$ cat src/lfm_consts.svh
// Constants for the LED driver fault monitor: offsets, fields, timing
// Assumes a 40 MHz pclk and a 32-bit APB register bus
`ifndef LFM_CONSTS_SVH
`define LFM_CONSTS_SVH

// ----------------------------------------------------------------
// Register offsets (byte addresses)
// ----------------------------------------------------------------
`define LFM_OFS_CTRL      12'h000
`define LFM_OFS_CFG       12'h004
`define LFM_OFS_DIAGEN    12'h008
`define LFM_OFS_FLAGS     12'h00c
`define LFM_OFS_OPENFLG   12'h010
`define LFM_OFS_SHORTFLG  12'h014
`define LFM_OFS_SUPPLY    12'h018
`define LFM_OFS_STATUS    12'h01c

// ----------------------------------------------------------------
// Fields
// ----------------------------------------------------------------
`define LFM_CTRL_CLR_BIT  0
`define LFM_CFG_TH_LSB    0
`define LFM_CFG_WD_LSB    8
`define LFM_CFG_DLY_LSB   12
`define LFM_CFG_MSK_LSB   16
`define LFM_CFG_RST       32'h0000_0000
`define LFM_DIAGEN_RST    12'hfff

// ----------------------------------------------------------------
// Timing
// ----------------------------------------------------------------
`define LFM_CLK_HZ        40000000
`define LFM_PULSE_US      50
`define LFM_PULSE_CYC     ((`LFM_CLK_HZ / 1000000) * `LFM_PULSE_US)
`define LFM_CONV_CYC      16'd400
`define LFM_DEG_CYC       16'd80
`define LFM_DLY_UNIT      16'd40
`define LFM_WD_UNIT       32'd40000
`define LFM_NCH           12

`endif

$ cat src/lfm_pkg.sv
// Types for the LED driver fault monitor
// Constants live in lfm_consts.svh
package lfm_pkg;
  typedef struct packed {
    logic low_supply;
    logic reference;
    logic prethermal;
    logic tshutdown;
    logic out_any;
    logic error;
  } lfm_flags_t;

  typedef struct packed {
    logic mask_open;
    logic mask_short;
    logic mask_ref;
    logic mask_tsd;
  } lfm_mask_t;

  typedef enum logic [1:0] {
    LFM_NORMAL = 2'b00,
    LFM_FS0    = 2'b01,
    LFM_FS1    = 2'b11
  } lfm_mode_t;
endpackage : lfm_pkg

$ cat src/lfm_monitor.sv
// Fault supervision for a 12-channel LED driver with APB registers
// Assumes synchronous inputs; comparator/ADC results arrive as inputs
// Behaviour
// - Low supply: 50 us fault pulse, set flag
// - Clear bit resets flags, self-clears
// - Sample supply code every conversion cycle
// - Open diagnosis only at or above low-supply threshold; short diagnosis at any supply
// - Threshold code spans 5 V to 20 V
// - Reference fault: constant sink, set flags
// - Reference recovery: sink released, flags latched
// - Prethermal rise: 50 us pulse, latched flag
// - Overtemperature: outputs off, constant sink, flags
// - Cooling: outputs back, sink released, flag kept
// - Extreme temperature: full reset on recovery
// - Watchdog restarts on matching good frames only
// - Overflow picks fail-safe state by pin
// - Four-bit period; zero disables watchdog
// - Stored period all ones: enter fail-safe directly
// - Open monitor only in long enough on-time
// - Persistent open: pulse, channel/output/error flags
// - Short monitor only in long enough on-time
// - Persistent short: pulse, flags, no protection
// - Masks hide pin and error-flag reporting, reference/shutdown flags still set; disabled channels report nothing
//
// Implementation choices: the placing of the registers and register access over APB.
`timescale 1ns/1ps
`include "lfm_consts.svh"

module lfm_monitor
  import lfm_pkg::*;
(
  input  wire logic        pclk,
  input  wire logic        presetn,
  input  wire logic        psel,
  input  wire logic        penable,
  input  wire logic        pwrite,
  input  wire logic [11:0] paddr,
  input  wire logic [31:0] pwdata,
  output logic [31:0]      prdata,
  output logic             pready,
  output logic             pslverr,
  input  wire logic [7:0]  adc_supply_code,
  input  wire logic        ref_fault_in,
  input  wire logic        prethermal_in,
  input  wire logic        overtemp_in,
  input  wire logic        extreme_temp_in,
  input  wire logic        frame_ok,
  input  wire logic        frame_broadcast,
  input  wire logic        frame_addr_match,
  input  wire logic        failsafe_select_pin,
  input  wire logic [3:0]  stored_watchdog_period,
  input  wire logic [11:0] pwm_on,
  input  wire logic [11:0] open_cmp,
  input  wire logic [11:0] short_cmp,
  output logic             fault_pin_o,
  output logic             fault_pin_oe,
  output logic             outputs_enable,
  output logic [1:0]       failsafe_state
);

  // ----------------------------------------------------------------
  // Internal reset from extreme temperature
  // ----------------------------------------------------------------
  logic rst_n;
  assign rst_n = presetn & ~extreme_temp_in;

  // ----------------------------------------------------------------
  // APB decode
  // ----------------------------------------------------------------
  logic        wr_en;
  logic        rd_en;
  logic [31:0] cfg_ff;
  logic [11:0] channel_diag_enable;
  logic        fault_clear_cmd;
  lfm_flags_t  flags_ff;
  logic [11:0] channel_open_flag;
  logic [11:0] channel_short_flag;
  logic [7:0]  supply_result_ff;
  lfm_mode_t   mode_ff;
  logic        low_supply;
  lfm_mask_t   mask;
  logic [7:0]  low_supply_threshold_code;
  logic [3:0]  link_watchdog_period;
  logic [3:0]  diag_pulse_delay_cfg;

  function automatic logic hit(input logic [11:0] a, input logic [11:0] o);
    hit = (a == o);
  endfunction : hit

  assign wr_en   = psel & penable & pwrite;
  assign rd_en   = psel & ~pwrite;
  assign pready  = 1'b1;
  assign pslverr = 1'b0;

  assign low_supply_threshold_code = cfg_ff[`LFM_CFG_TH_LSB +: 8];
  assign link_watchdog_period = cfg_ff[`LFM_CFG_WD_LSB +: 4];
  assign diag_pulse_delay_cfg = cfg_ff[`LFM_CFG_DLY_LSB +: 4];
  assign mask = lfm_mask_t'(cfg_ff[`LFM_CFG_MSK_LSB +: 4]);

  always_ff @(posedge pclk or negedge rst_n) begin
    if (!rst_n) begin
      cfg_ff              <= `LFM_CFG_RST;
      channel_diag_enable <= `LFM_DIAGEN_RST;
    end else if (wr_en) begin
      if (hit(paddr, `LFM_OFS_CFG)) begin
        cfg_ff <= pwdata;
      end
      if (hit(paddr, `LFM_OFS_DIAGEN)) begin
        channel_diag_enable <= pwdata[11:0];
      end
    end
  end

  // Clear command lasts one cycle, then returns to zero
  assign fault_clear_cmd = wr_en & hit(paddr, `LFM_OFS_CTRL)
                         & pwdata[`LFM_CTRL_CLR_BIT];

  always_ff @(posedge pclk or negedge rst_n) begin
    if (!rst_n) begin
      prdata <= 32'h0000_0000;
    end else if (rd_en & ~penable) begin
      case (paddr)
        `LFM_OFS_CFG:      prdata <= cfg_ff;
        `LFM_OFS_DIAGEN:   prdata <= {20'h0_0000, channel_diag_enable};
        `LFM_OFS_FLAGS:    prdata <= {26'h000_0000, flags_ff};
        `LFM_OFS_OPENFLG:  prdata <= {20'h0_0000, channel_open_flag};
        `LFM_OFS_SHORTFLG: prdata <= {20'h0_0000, channel_short_flag};
        `LFM_OFS_SUPPLY:   prdata <= {24'h00_0000, supply_result_ff};
        `LFM_OFS_STATUS:   prdata <= {28'h000_0000, mode_ff, low_supply,
                                      outputs_enable};
        default:           prdata <= 32'h0000_0000;
      endcase
    end
  end

  // ----------------------------------------------------------------
  // Supply conversion
  // ----------------------------------------------------------------
  logic [15:0] conv_cnt_ff;
  logic        conv_done;
  assign conv_done = (conv_cnt_ff == `LFM_CONV_CYC - 16'd1);

  always_ff @(posedge pclk or negedge rst_n) begin
    if (!rst_n) begin
      conv_cnt_ff      <= 16'h0000;
      supply_result_ff <= 8'hff;
    end else if (conv_done) begin
      conv_cnt_ff      <= 16'h0000;
      supply_result_ff <= adc_supply_code;
    end else begin
      conv_cnt_ff <= conv_cnt_ff + 16'd1;
    end
  end

  assign low_supply = supply_result_ff < low_supply_threshold_code;

  // ----------------------------------------------------------------
  // Per-channel open and short deglitch
  // ----------------------------------------------------------------
  logic [15:0] deg_limit;
  logic [11:0] open_evt;
  logic [11:0] short_evt;
  assign deg_limit = 16'(diag_pulse_delay_cfg * `LFM_DLY_UNIT)
                   + `LFM_DEG_CYC;

  genvar g;
  generate
    for (g = 0; g < `LFM_NCH; g++) begin : g_ch
      logic [15:0] ocnt_ff;
      logic [15:0] scnt_ff;
      logic        odone_ff;
      logic        sdone_ff;
      always_ff @(posedge pclk or negedge rst_n) begin
        if (!rst_n) begin
          ocnt_ff  <= 16'h0000;
          odone_ff <= 1'b0;
        end else if (pwm_on[g] & open_cmp[g] & ~low_supply) begin
          if (ocnt_ff != deg_limit) begin
            ocnt_ff <= ocnt_ff + 16'd1;
          end
          odone_ff <= (ocnt_ff == deg_limit);
        end else begin
          ocnt_ff  <= 16'h0000;
          odone_ff <= 1'b0;
        end
      end
      always_ff @(posedge pclk or negedge rst_n) begin
        if (!rst_n) begin
          scnt_ff  <= 16'h0000;
          sdone_ff <= 1'b0;
        end else if (pwm_on[g] & short_cmp[g]) begin
          if (scnt_ff != deg_limit) begin
            scnt_ff <= scnt_ff + 16'd1;
          end
          sdone_ff <= (scnt_ff == deg_limit);
        end else begin
          scnt_ff  <= 16'h0000;
          sdone_ff <= 1'b0;
        end
      end
      // Report once per persistent fault, disabled channels silent
      assign open_evt[g]  = (ocnt_ff == deg_limit) & ~odone_ff
                          & pwm_on[g] & open_cmp[g] & ~low_supply
                          & channel_diag_enable[g];
      assign short_evt[g] = (scnt_ff == deg_limit) & ~sdone_ff
                          & pwm_on[g] & short_cmp[g]
                          & channel_diag_enable[g];
    end
  endgenerate

  // ----------------------------------------------------------------
  // Events and flags
  // ----------------------------------------------------------------
  logic low_d_ff;
  logic pre_d_ff;
  logic low_evt;
  logic pre_evt;
  logic open_rep;
  logic short_rep;
  assign low_evt   = low_supply & ~low_d_ff;
  assign pre_evt   = prethermal_in & ~pre_d_ff;
  assign open_rep  = |open_evt & ~mask.mask_open;
  assign short_rep = |short_evt & ~mask.mask_short;

  always_ff @(posedge pclk or negedge rst_n) begin
    if (!rst_n) begin
      low_d_ff <= 1'b0;
      pre_d_ff <= 1'b0;
    end else begin
      low_d_ff <= low_supply;
      pre_d_ff <= prethermal_in;
    end
  end

  // Set wins over clear
  always_ff @(posedge pclk or negedge rst_n) begin
    if (!rst_n) begin
      flags_ff <= '0;
    end else begin
      flags_ff.low_supply <= low_evt
                           | (flags_ff.low_supply & ~fault_clear_cmd);
      flags_ff.reference  <= ref_fault_in
                           | (flags_ff.reference & ~fault_clear_cmd);
      flags_ff.prethermal <= pre_evt
                           | (flags_ff.prethermal & ~fault_clear_cmd);
      flags_ff.tshutdown  <= overtemp_in
                           | (flags_ff.tshutdown & ~fault_clear_cmd);
      flags_ff.out_any    <= open_rep | short_rep
                           | (flags_ff.out_any & ~fault_clear_cmd);
      flags_ff.error      <= (ref_fault_in & ~mask.mask_ref)
                           | (overtemp_in & ~mask.mask_tsd)
                           | open_rep | short_rep
                           | (flags_ff.error & ~fault_clear_cmd);
    end
  end

  always_ff @(posedge pclk or negedge rst_n) begin
    if (!rst_n) begin
      channel_open_flag  <= 12'h000;
      channel_short_flag <= 12'h000;
    end else begin
      channel_open_flag  <= (open_evt & {12{~mask.mask_open}})
        | (channel_open_flag & {12{~fault_clear_cmd}});
      channel_short_flag <= (short_evt & {12{~mask.mask_short}})
        | (channel_short_flag & {12{~fault_clear_cmd}});
    end
  end

  // ----------------------------------------------------------------
  // Fault pin: pulse timer and constant sink
  // ----------------------------------------------------------------
  logic [15:0] pulse_cnt_ff;
  logic        pulse_evt;
  logic        const_sink;
  assign pulse_evt  = low_evt | pre_evt | open_rep | short_rep;
  assign const_sink = (ref_fault_in & ~mask.mask_ref)
                    | (overtemp_in & ~mask.mask_tsd);

  always_ff @(posedge pclk or negedge rst_n) begin
    if (!rst_n) begin
      pulse_cnt_ff <= 16'h0000;
    end else if (pulse_evt) begin
      pulse_cnt_ff <= 16'(`LFM_PULSE_CYC);
    end else if (pulse_cnt_ff != 16'h0000) begin
      pulse_cnt_ff <= pulse_cnt_ff - 16'd1;
    end
  end

  assign fault_pin_o  = 1'b0;
  assign fault_pin_oe = const_sink | (pulse_cnt_ff != 16'h0000);
  // Outputs follow overtemperature and fail-safe mode; reference fault leaves them on
  assign outputs_enable = ~overtemp_in
                        & (mode_ff == LFM_NORMAL);

  // ----------------------------------------------------------------
  // Link watchdog
  // ----------------------------------------------------------------
  logic [35:0] wd_cnt_ff;
  logic        wd_kick;
  logic        wd_over;
  assign wd_kick = frame_ok & ~frame_broadcast & frame_addr_match;
  assign wd_over = (link_watchdog_period != 4'h0)
                 & (wd_cnt_ff >= 36'(link_watchdog_period * `LFM_WD_UNIT));

  always_ff @(posedge pclk or negedge rst_n) begin
    if (!rst_n) begin
      wd_cnt_ff <= 36'h0_0000_0000;
    end else if (wd_kick | (link_watchdog_period == 4'h0)) begin
      wd_cnt_ff <= 36'h0_0000_0000;
    end else if (!wd_over) begin
      wd_cnt_ff <= wd_cnt_ff + 36'd1;
    end
  end

  always_ff @(posedge pclk or negedge rst_n) begin
    if (!rst_n) begin
      mode_ff <= LFM_NORMAL;
    end else begin
      case (mode_ff)
        LFM_NORMAL: begin
          if (wd_over | (stored_watchdog_period == 4'hf)) begin
            mode_ff <= failsafe_select_pin ? LFM_FS1 : LFM_FS0;
          end
        end
        LFM_FS0: mode_ff <= LFM_FS0;
        LFM_FS1: mode_ff <= LFM_FS1;
        default: mode_ff <= LFM_NORMAL;
      endcase
    end
  end

  assign failsafe_state = mode_ff;

  // ----------------------------------------------------------------
  // Checks
  // ----------------------------------------------------------------
  chk_clear_self: assert property (@(posedge pclk)
    disable iff (!rst_n) fault_clear_cmd |=> !fault_clear_cmd)
    else $error("clear command stuck");
  chk_low_flag: assert property (@(posedge pclk)
    disable iff (!rst_n) low_evt |=> flags_ff.low_supply && fault_pin_oe)
    else $error("low supply not reported");
  chk_pulse_len: assert property (@(posedge pclk)
    disable iff (!rst_n)
    pulse_evt |=> (pulse_cnt_ff == 16'd2000) && fault_pin_oe)
    else $error("pulse length wrong");
  chk_tsd_off: assert property (@(posedge pclk)
    disable iff (!rst_n) overtemp_in |-> !outputs_enable)
    else $error("outputs on in overtemp");
  chk_tsd_flag_hold: assert property (@(posedge pclk)
    disable iff (!rst_n)
    flags_ff.tshutdown && !fault_clear_cmd |=> flags_ff.tshutdown)
    else $error("shutdown flag lost");
  chk_ref_sink: assert property (@(posedge pclk)
    disable iff (!rst_n) ref_fault_in && !mask.mask_ref |-> fault_pin_oe)
    else $error("reference sink missing");
  chk_wd_fs: assert property (@(posedge pclk)
    disable iff (!rst_n)
    mode_ff == LFM_NORMAL && wd_over |=>
      mode_ff == ($past(failsafe_select_pin) ? LFM_FS1 : LFM_FS0))
    else $error("failsafe state wrong");
  chk_wd_off: assert property (@(posedge pclk)
    disable iff (!rst_n)
    link_watchdog_period == 4'h0 && mode_ff == LFM_NORMAL
      && stored_watchdog_period != 4'hf |=> mode_ff == LFM_NORMAL)
    else $error("disabled watchdog fired");
  chk_open_low: assert property (@(posedge pclk)
    disable iff (!rst_n)
    low_supply && !fault_clear_cmd |=> $stable(channel_open_flag))
    else $error("open seen at low supply");
  chk_diag_en: assert property (@(posedge pclk)
    disable iff (!rst_n)
    1'b1 |=> (((channel_open_flag & ~$past(channel_open_flag))
      | (channel_short_flag & ~$past(channel_short_flag)))
      & ~$past(channel_diag_enable)) == 12'h000)
    else $error("disabled channel reported");

endmodule : lfm_monitor

$ cat config.mk
export PLATFORM = sky130hd
export DESIGN_NAME = lfm_monitor
export DESIGN_NICKNAME = d
export VERILOG_FILES = /design/src/lfm_pkg.sv /design/src/lfm_monitor.sv
export VERILOG_INCLUDE_DIRS = /design/src
export SDC_FILE = /design/constraint.sdc
export NUM_CORES = 1
export LEC_CHECK = 0
export ABC_CLOCK_PERIOD_IN_PS = 42800
export BUFFER_PORTS_ARGS = -buffer_cell sky130_fd_sc_hd__clkbuf_2
export CORE_ASPECT_RATIO = 1.5
export CORE_UTILIZATION = 56
export DETAILED_ROUTE_END_ITERATION = 16
export PLACE_DENSITY = 0.72
export SYNTH_ARGS = -nofsm -noshare
export SYNTH_HDL_FRONTEND = slang
export SYNTH_SLANG_ARGS = --single-unit
$ cat constraint.sdc
create_clock -name pclk -period 42.8 [get_ports pclk]
set_clock_uncertainty 0.05 [all_clocks]
set_input_delay 6.42 -clock pclk [delete_from_list [all_inputs] [get_ports pclk]]
set_output_delay 6.42 -clock pclk [all_outputs]
set_load 0.03 [all_outputs]
# Word-level counts from Yosys, hierarchy flattened
# Cells that the tools add are included.
[word_totals]
register_bits = 594
latchBits = 0
ramBits = 0
rom_bits = 0
out_inout_bits = 39
wordCells = 500
memories = 0
[op_classes]
n_addsub = 28
mul = 2
div = 0
order_cmp = 2
eq_ne = 85
n_shift = 0
n_mux = 81
n_bitwise = 226
reduce_logical = 10
[op_table]
columns = ["op", "count"]
rows = [
  ["16-bit 2-to-1 mux", 51],
  ["16-bit by 1-bit adder with 16-bit output, second input constant", 25],
  ["16-bit by 11-bit equality test with 1-bit output", 24],
  ["16-bit by 11-bit != test with 1-bit output", 24],
  ["32-bit case mux with 7 select lines", 1],
  ["1-bit AND", 167],
  ["36-bit 2-to-1 mux", 2],
  ["2-bit by 1-bit != test with 1-bit output, second input constant", 26],
  ["12-bit AND", 4],
  ["12-bit by 5-bit equality test with 1-bit output, second input constant", 4],
  ["1-bit inverter", 37],
  ["36-bit by 1-bit adder with 36-bit output, second input constant", 1],
  ["36-bit by 20-bit >= comparator with 1-bit output", 1],
  ["12-bit by 4-bit equality test with 1-bit output, second input constant", 2],
  ["1-bit 2-to-1 mux", 24],
  ["12-bit bitwise OR", 2],
  ["12-bit OR reduction", 2],
  ["16-bit by 9-bit equality test with 1-bit output, second input constant", 1],
  ["1-bit bitwise OR", 16],
  ["16-bit nonzero test", 1],
  ["16-bit by 1-bit subtractor with 16-bit output, second input constant", 1],
  ["4-bit by 10-bit multiplier with 14-bit output, second input constant", 1],
  ["12-bit by 3-bit equality test with 1-bit output, second input constant", 1],
  ["12-bit logical NOT", 1],
  ["13 further kinds", 15],
]

# Longest topological paths before layout
[depth]
depth_word = 13
depth_mapped = 19
mapped_depth_nobuf = 18

# Worst setup path after synthesis
# No wires, ideal clock.
[synth_timing]
kind = "input to output"
start = "input port overtemp_in"
end = "output port outputs_enable"
arrival_time_ps = 7107
slack_ps = 29223
cell_stages = 1
n_path_buf = 0
cell_sequence = "nor3_1"
[synth_via]
elab_chain_len = 2
[synth_rtl]
columns = ["item", "line_no", "rtl"]
rows = [
  ["start, declared", "lfm_monitor.sv:45", "input wire logic overtemp_in,"],
  ["1-bit inverter", "lfm_monitor.sv:292", "assign outputs_enable = ~overtemp_in"],
  ["1-bit AND", "lfm_monitor.sv:293", "& (mode_ff == LFM_NORMAL);"],
  ["end, declared", "lfm_monitor.sv:57", "output logic outputs_enable,"],
]
# No other way between the ends.

# Worst setup path after layout
[layout_timing]
start = "input port overtemp_in"
end = "output port fault_pin_oe"
[layout_via]
elab_chain_len = 3
[layout_rtl]
columns = ["item", "line_no", "rtl"]
rows = [
  ["1-bit AND", "lfm_monitor.sv:277", "| (overtemp_in & ~mask.mask_tsd);"],
  ["1-bit bitwise OR", "lfm_monitor.sv:277", ""],
  ["1-bit bitwise OR", "lfm_monitor.sv:290", "assign fault_pin_oe = const_sink | (pulse_cnt_ff != 16'h0000);"],
  ["end, declared", "lfm_monitor.sv:56", "output logic fault_pin_oe,"],
]
# No other way between the ends.

==> results.yml <==
run_status:
  status: "finished, final reports clean"
placed_design:
  place_inst: 4116
  routabilityCongestion: 0.9113
  dpl.hpwl_um: 55120
  placed_area_sq_mm: 0.03333
  numPortBuffers: 140
timing:
  setup_violations: 0
  fmax_mhz: 72.57
  hold_viol: 0
  fin_crit_ns: 13.78
  rsz0062_at_grt: "false"
  finalCritPeriodShare_pct: 32.19
  finalSetupTns_ns: 0
  relSlewSlack_pct: 19.65
  maxSlewViolCount: 0
  max_slew.worst_pin.slew_ns: 1.203
pwr:
  power.density_mw_per_mm2: 33.42
  leakage_nw: 15.43
  ir_drop_mv: 0.03026
floorplanning:
  die_w_um: 196.9
  rows: 106
  die-area_sq_mm: 0.05796
  core_area_sq_mm: 0.05597
  pin_count: 144
  start_util_pct: 57.01
  die_h_um: 294.4
worst_hold_path:
  hold_depth: 1
  worstHoldPathType: "reg -> reg"
  hp-start: "conv_cnt_ff[0]$_DFF_PN0_"
  holdPathEnd: "conv_cnt_ff[0]$_DFF_PN0_"
clock_tree:
  clock-sinks: 594
  cts_buffer_depth: 3
  worstSkewPairLatency_ns: 0.62
  cts_made_buffers: 56
  clk_pin_slew_worst_paths_ns: 0.07
  cts_tree: "built"
  clockRootBuffer: "clkbuf_16"
  holdBufCountCts: 0
  cts_max_level: 2
  cts_setup_buffers: 0
  cts-resized-gates: 0
critical_path:
  cpMostUsedCell: "clkbuf_2"
  path_cells: "clkbuf_2 > inv_1 > o22ai_1 > nand2b_1 > clkbuf_2"
  critPathLaunchType: "primary input"
  required_ns: 36.33
  crit_path_end_kind: "output port"
  arrival_ns: 7.31
  crit_type: "in -> out"
  slowest_stage: "o22ai_1"
  path_max_fanout: 2
  reg2reg_to: "pulse_cnt_ff[8]$_DFFE_PN0P_"
  cpPeakStageDelay_ns: 0.37
  worstReg2RegStart: "cfg_ff[13]$_DFFE_PN0P_"
  r2r_cells: 13
  r2r_slack_ns: 36.27
synthesis:
  synth_fa_ha_area_share_pct: 3.898
  synth_xor_area_share_pct: 15.28
  synth_area_leader_cell: "dfrtp_1"
  synth_area_leaders: "dfrtp_1 (45%), xor2_1 (8.2%), xnor2_1 (6.2%)"
  synth_area_per_cell_sq_um: 9.675
  ys_warn_count: 0
  synthMuxAreaShare_pct: 2.608
  syn_inst: 3298
  synthFlopType: "dfrtp_1"
  ys_seq_area_share_pct: 46.66
  netlist_area_sq_mm: 0.03191
  synth_top_area_share_pct: 45.02
  synth_top_family_by_area: "simple AND/OR/NAND/NOR gates"
  yosys-top-cells-count: "dfrtp_1 (574), nor2_1 (509), xor2_1 (297)"
  async_flop_share_pct: 100.0
  synth_enable_flop_cells: 0
  yosysMostFrequentCell: "dfrtp_1"
  synth-compound-area-share_pct: 5.945
  ys_types: 95
  synthSimpleGateAreaFrac_pct: 22.66
  yosys_register_bits: 594
drt:
  drt_iter0_drc: 1444
  route.detailed.drc: 0
  vias: 24350
  wl_met2_um: 41190
  viasPerCell: 5.772
  dr.pass1.iters: 5
  ant_nets: 0
  wl_um: 78620
  wl_per_cell_um: 18.64
  met1_length_um: 30800
  dr_wl_met3_um: 3482
  routed.top_layer: "met4"
grt:
  antenna_found_initial: 0
  overflow: 0
  grt_pass1_vias: 24850
  grt_max_degree: 171
  grt_usage_pct: 27.56
  grt_pass1_wl_um: 127600
cells_and_area:
  nNetsFinal: 3620
  syn_to_final_growth_pct: 11.03
  finalCoreUtilization_pct: 63.30
  drive_above_1_share_pct: 11.24
  n_fill_cell: 4582
  finalNonFillerCells: 4219
  design_area_sq_mm: 0.03543
flow_run:
  drv_cap: 0
routing by layer:
layer / GRT usage, % / vias up
met5: 0 / -
met4: 11.63 / 0
met3: 3.513 / 174
met2: 50.60 / 648
met1: 32.07 / 12060
li1: - / 11470
sequential cells by signal, summed over array words and instances (netlist names), 8 cells and up:
signal,cells
wd_cnt_ff,36
supply_result_ff,8
cfg_ff,32
channel_short_flag,12
prdata,32
channel_open_flag,12
g_ch.sdone_ff,12
g_ch.ocnt_ff,192
channel_diag_enable,12
conv_cnt_ff,16
pulse_cnt_ff,16
g_ch.odone_ff,12
g_ch.scnt_ff,192
cells in the final DEF (no fill, tap or decap), types with 10 or more instances in the layout:
cell type | netlist | routed
inv_1 | 119 | 119
and4_1 | 12 | 12
nand2b_1 | 15 | 15
a21o_1 | 12 | 12
xor2_1 | 297 | 297
bufinv_16 | 0 | 13
and2_1 | 16 | 15
clkbuf_16 | 0 | 58
buf_4 | 7 | 27
dfrtp_1 | 574 | 572
o21ai_0 | 113 | 112
nand4_1 | 81 | 81
or4_1 | 17 | 17
or3_1 | 42 | 42
nand3_1 | 185 | 185
mux2i_1 | 28 | 28
nor2_1 | 509 | 509
nor4b_1 | 12 | 12
ha_1 | 93 | 92
dfstp_2 | 20 | 20
nor3_1 | 64 | 63
nor4_2 | 10 | 10
nor2b_1 | 16 | 15
or4b_2 | 10 | 10
a21oi_1 | 70 | 70
nor4_1 | 52 | 52
xnor2_1 | 226 | 225
clkbuf_2 | 0 | 140
and3_1 | 96 | 96
nand2_1 | 294 | 294
mux2_2 | 43 | 43
power by group:
group          switching, mW  total, mW  internal (mW)
Clock                  0.224      0.564          0.340
Sequential           0.00724      0.575          0.568
Combinational         0.0293     0.0446         0.0153
Total                  0.261       1.18          0.923
critical path, delay by kind of cell:
kind / cells / cell delay, ns
compound gates: 1 / 0.37
simple gates: 1 / 0.17
buf+inv: 3 / 0.35
worst max path at each step:
stage / startpoint / endpoint / slack, ns / depth (start not counted)
6_report: overtemp_in / fault_pin_oe / 29.02 / 5
5_1_grt: overtemp_in / fault_pin_oe / 28.97 / 5
4_1_cts: overtemp_in / fault_pin_oe / 29.02 / 5
3_5_place_dp: overtemp_in / fault_pin_oe / 29.03 / 5
3_3_place_gp: overtemp_in / fault_pin_oe / 29.02 / 5
2_1_floorplan: presetn / cfg_ff[0]$_DFFE_PN0P_ / 14.93 / 1
cell families after synthesis:
| family | count (synthesis) |
|---|---|
| simple gates | 1475 |
| flops | 594 |
| xor+xnor | 537 |
| compound gates | 292 |
| buf+inv | 226 |
| fa+ha+maj | 97 |
| mux | 75 |
| other cells | 2 |
layout make-up:
type | count | area (sq um) | share of cell area [%]
multi-input combinational | 2479 | 16130 | 45.52
sequential | 594 | 14890 | 42.04
clock buffer | 74 | 1592 | 4.492
tap | 756 | 945.9 | 2.670
timing repair buffer | 168 | 923.4 | 2.606
clock inverter | 28 | 499.2 | 1.409
inverter | 119 | 446.7 | 1.261
antenna | 1 | 2.502 | 0.007064
per-stage QoR:
step | hold slack, ns | worst slack [ns] | power, mW
CTS | 0.4199 | 29.02 | 1.194
global route | 0.4530 | 28.97 | 1.222
finish | 0.4190 | 29.02 | 1.184
floorplan | 0.3751 | 14.93 | 0.6141
detailed placement | 0.4108 | 29.03 | 0.6304
global placement | 0.3889 | 29.02 | 0.6281
No activity file was read; power rests on OpenSTA's default activity.
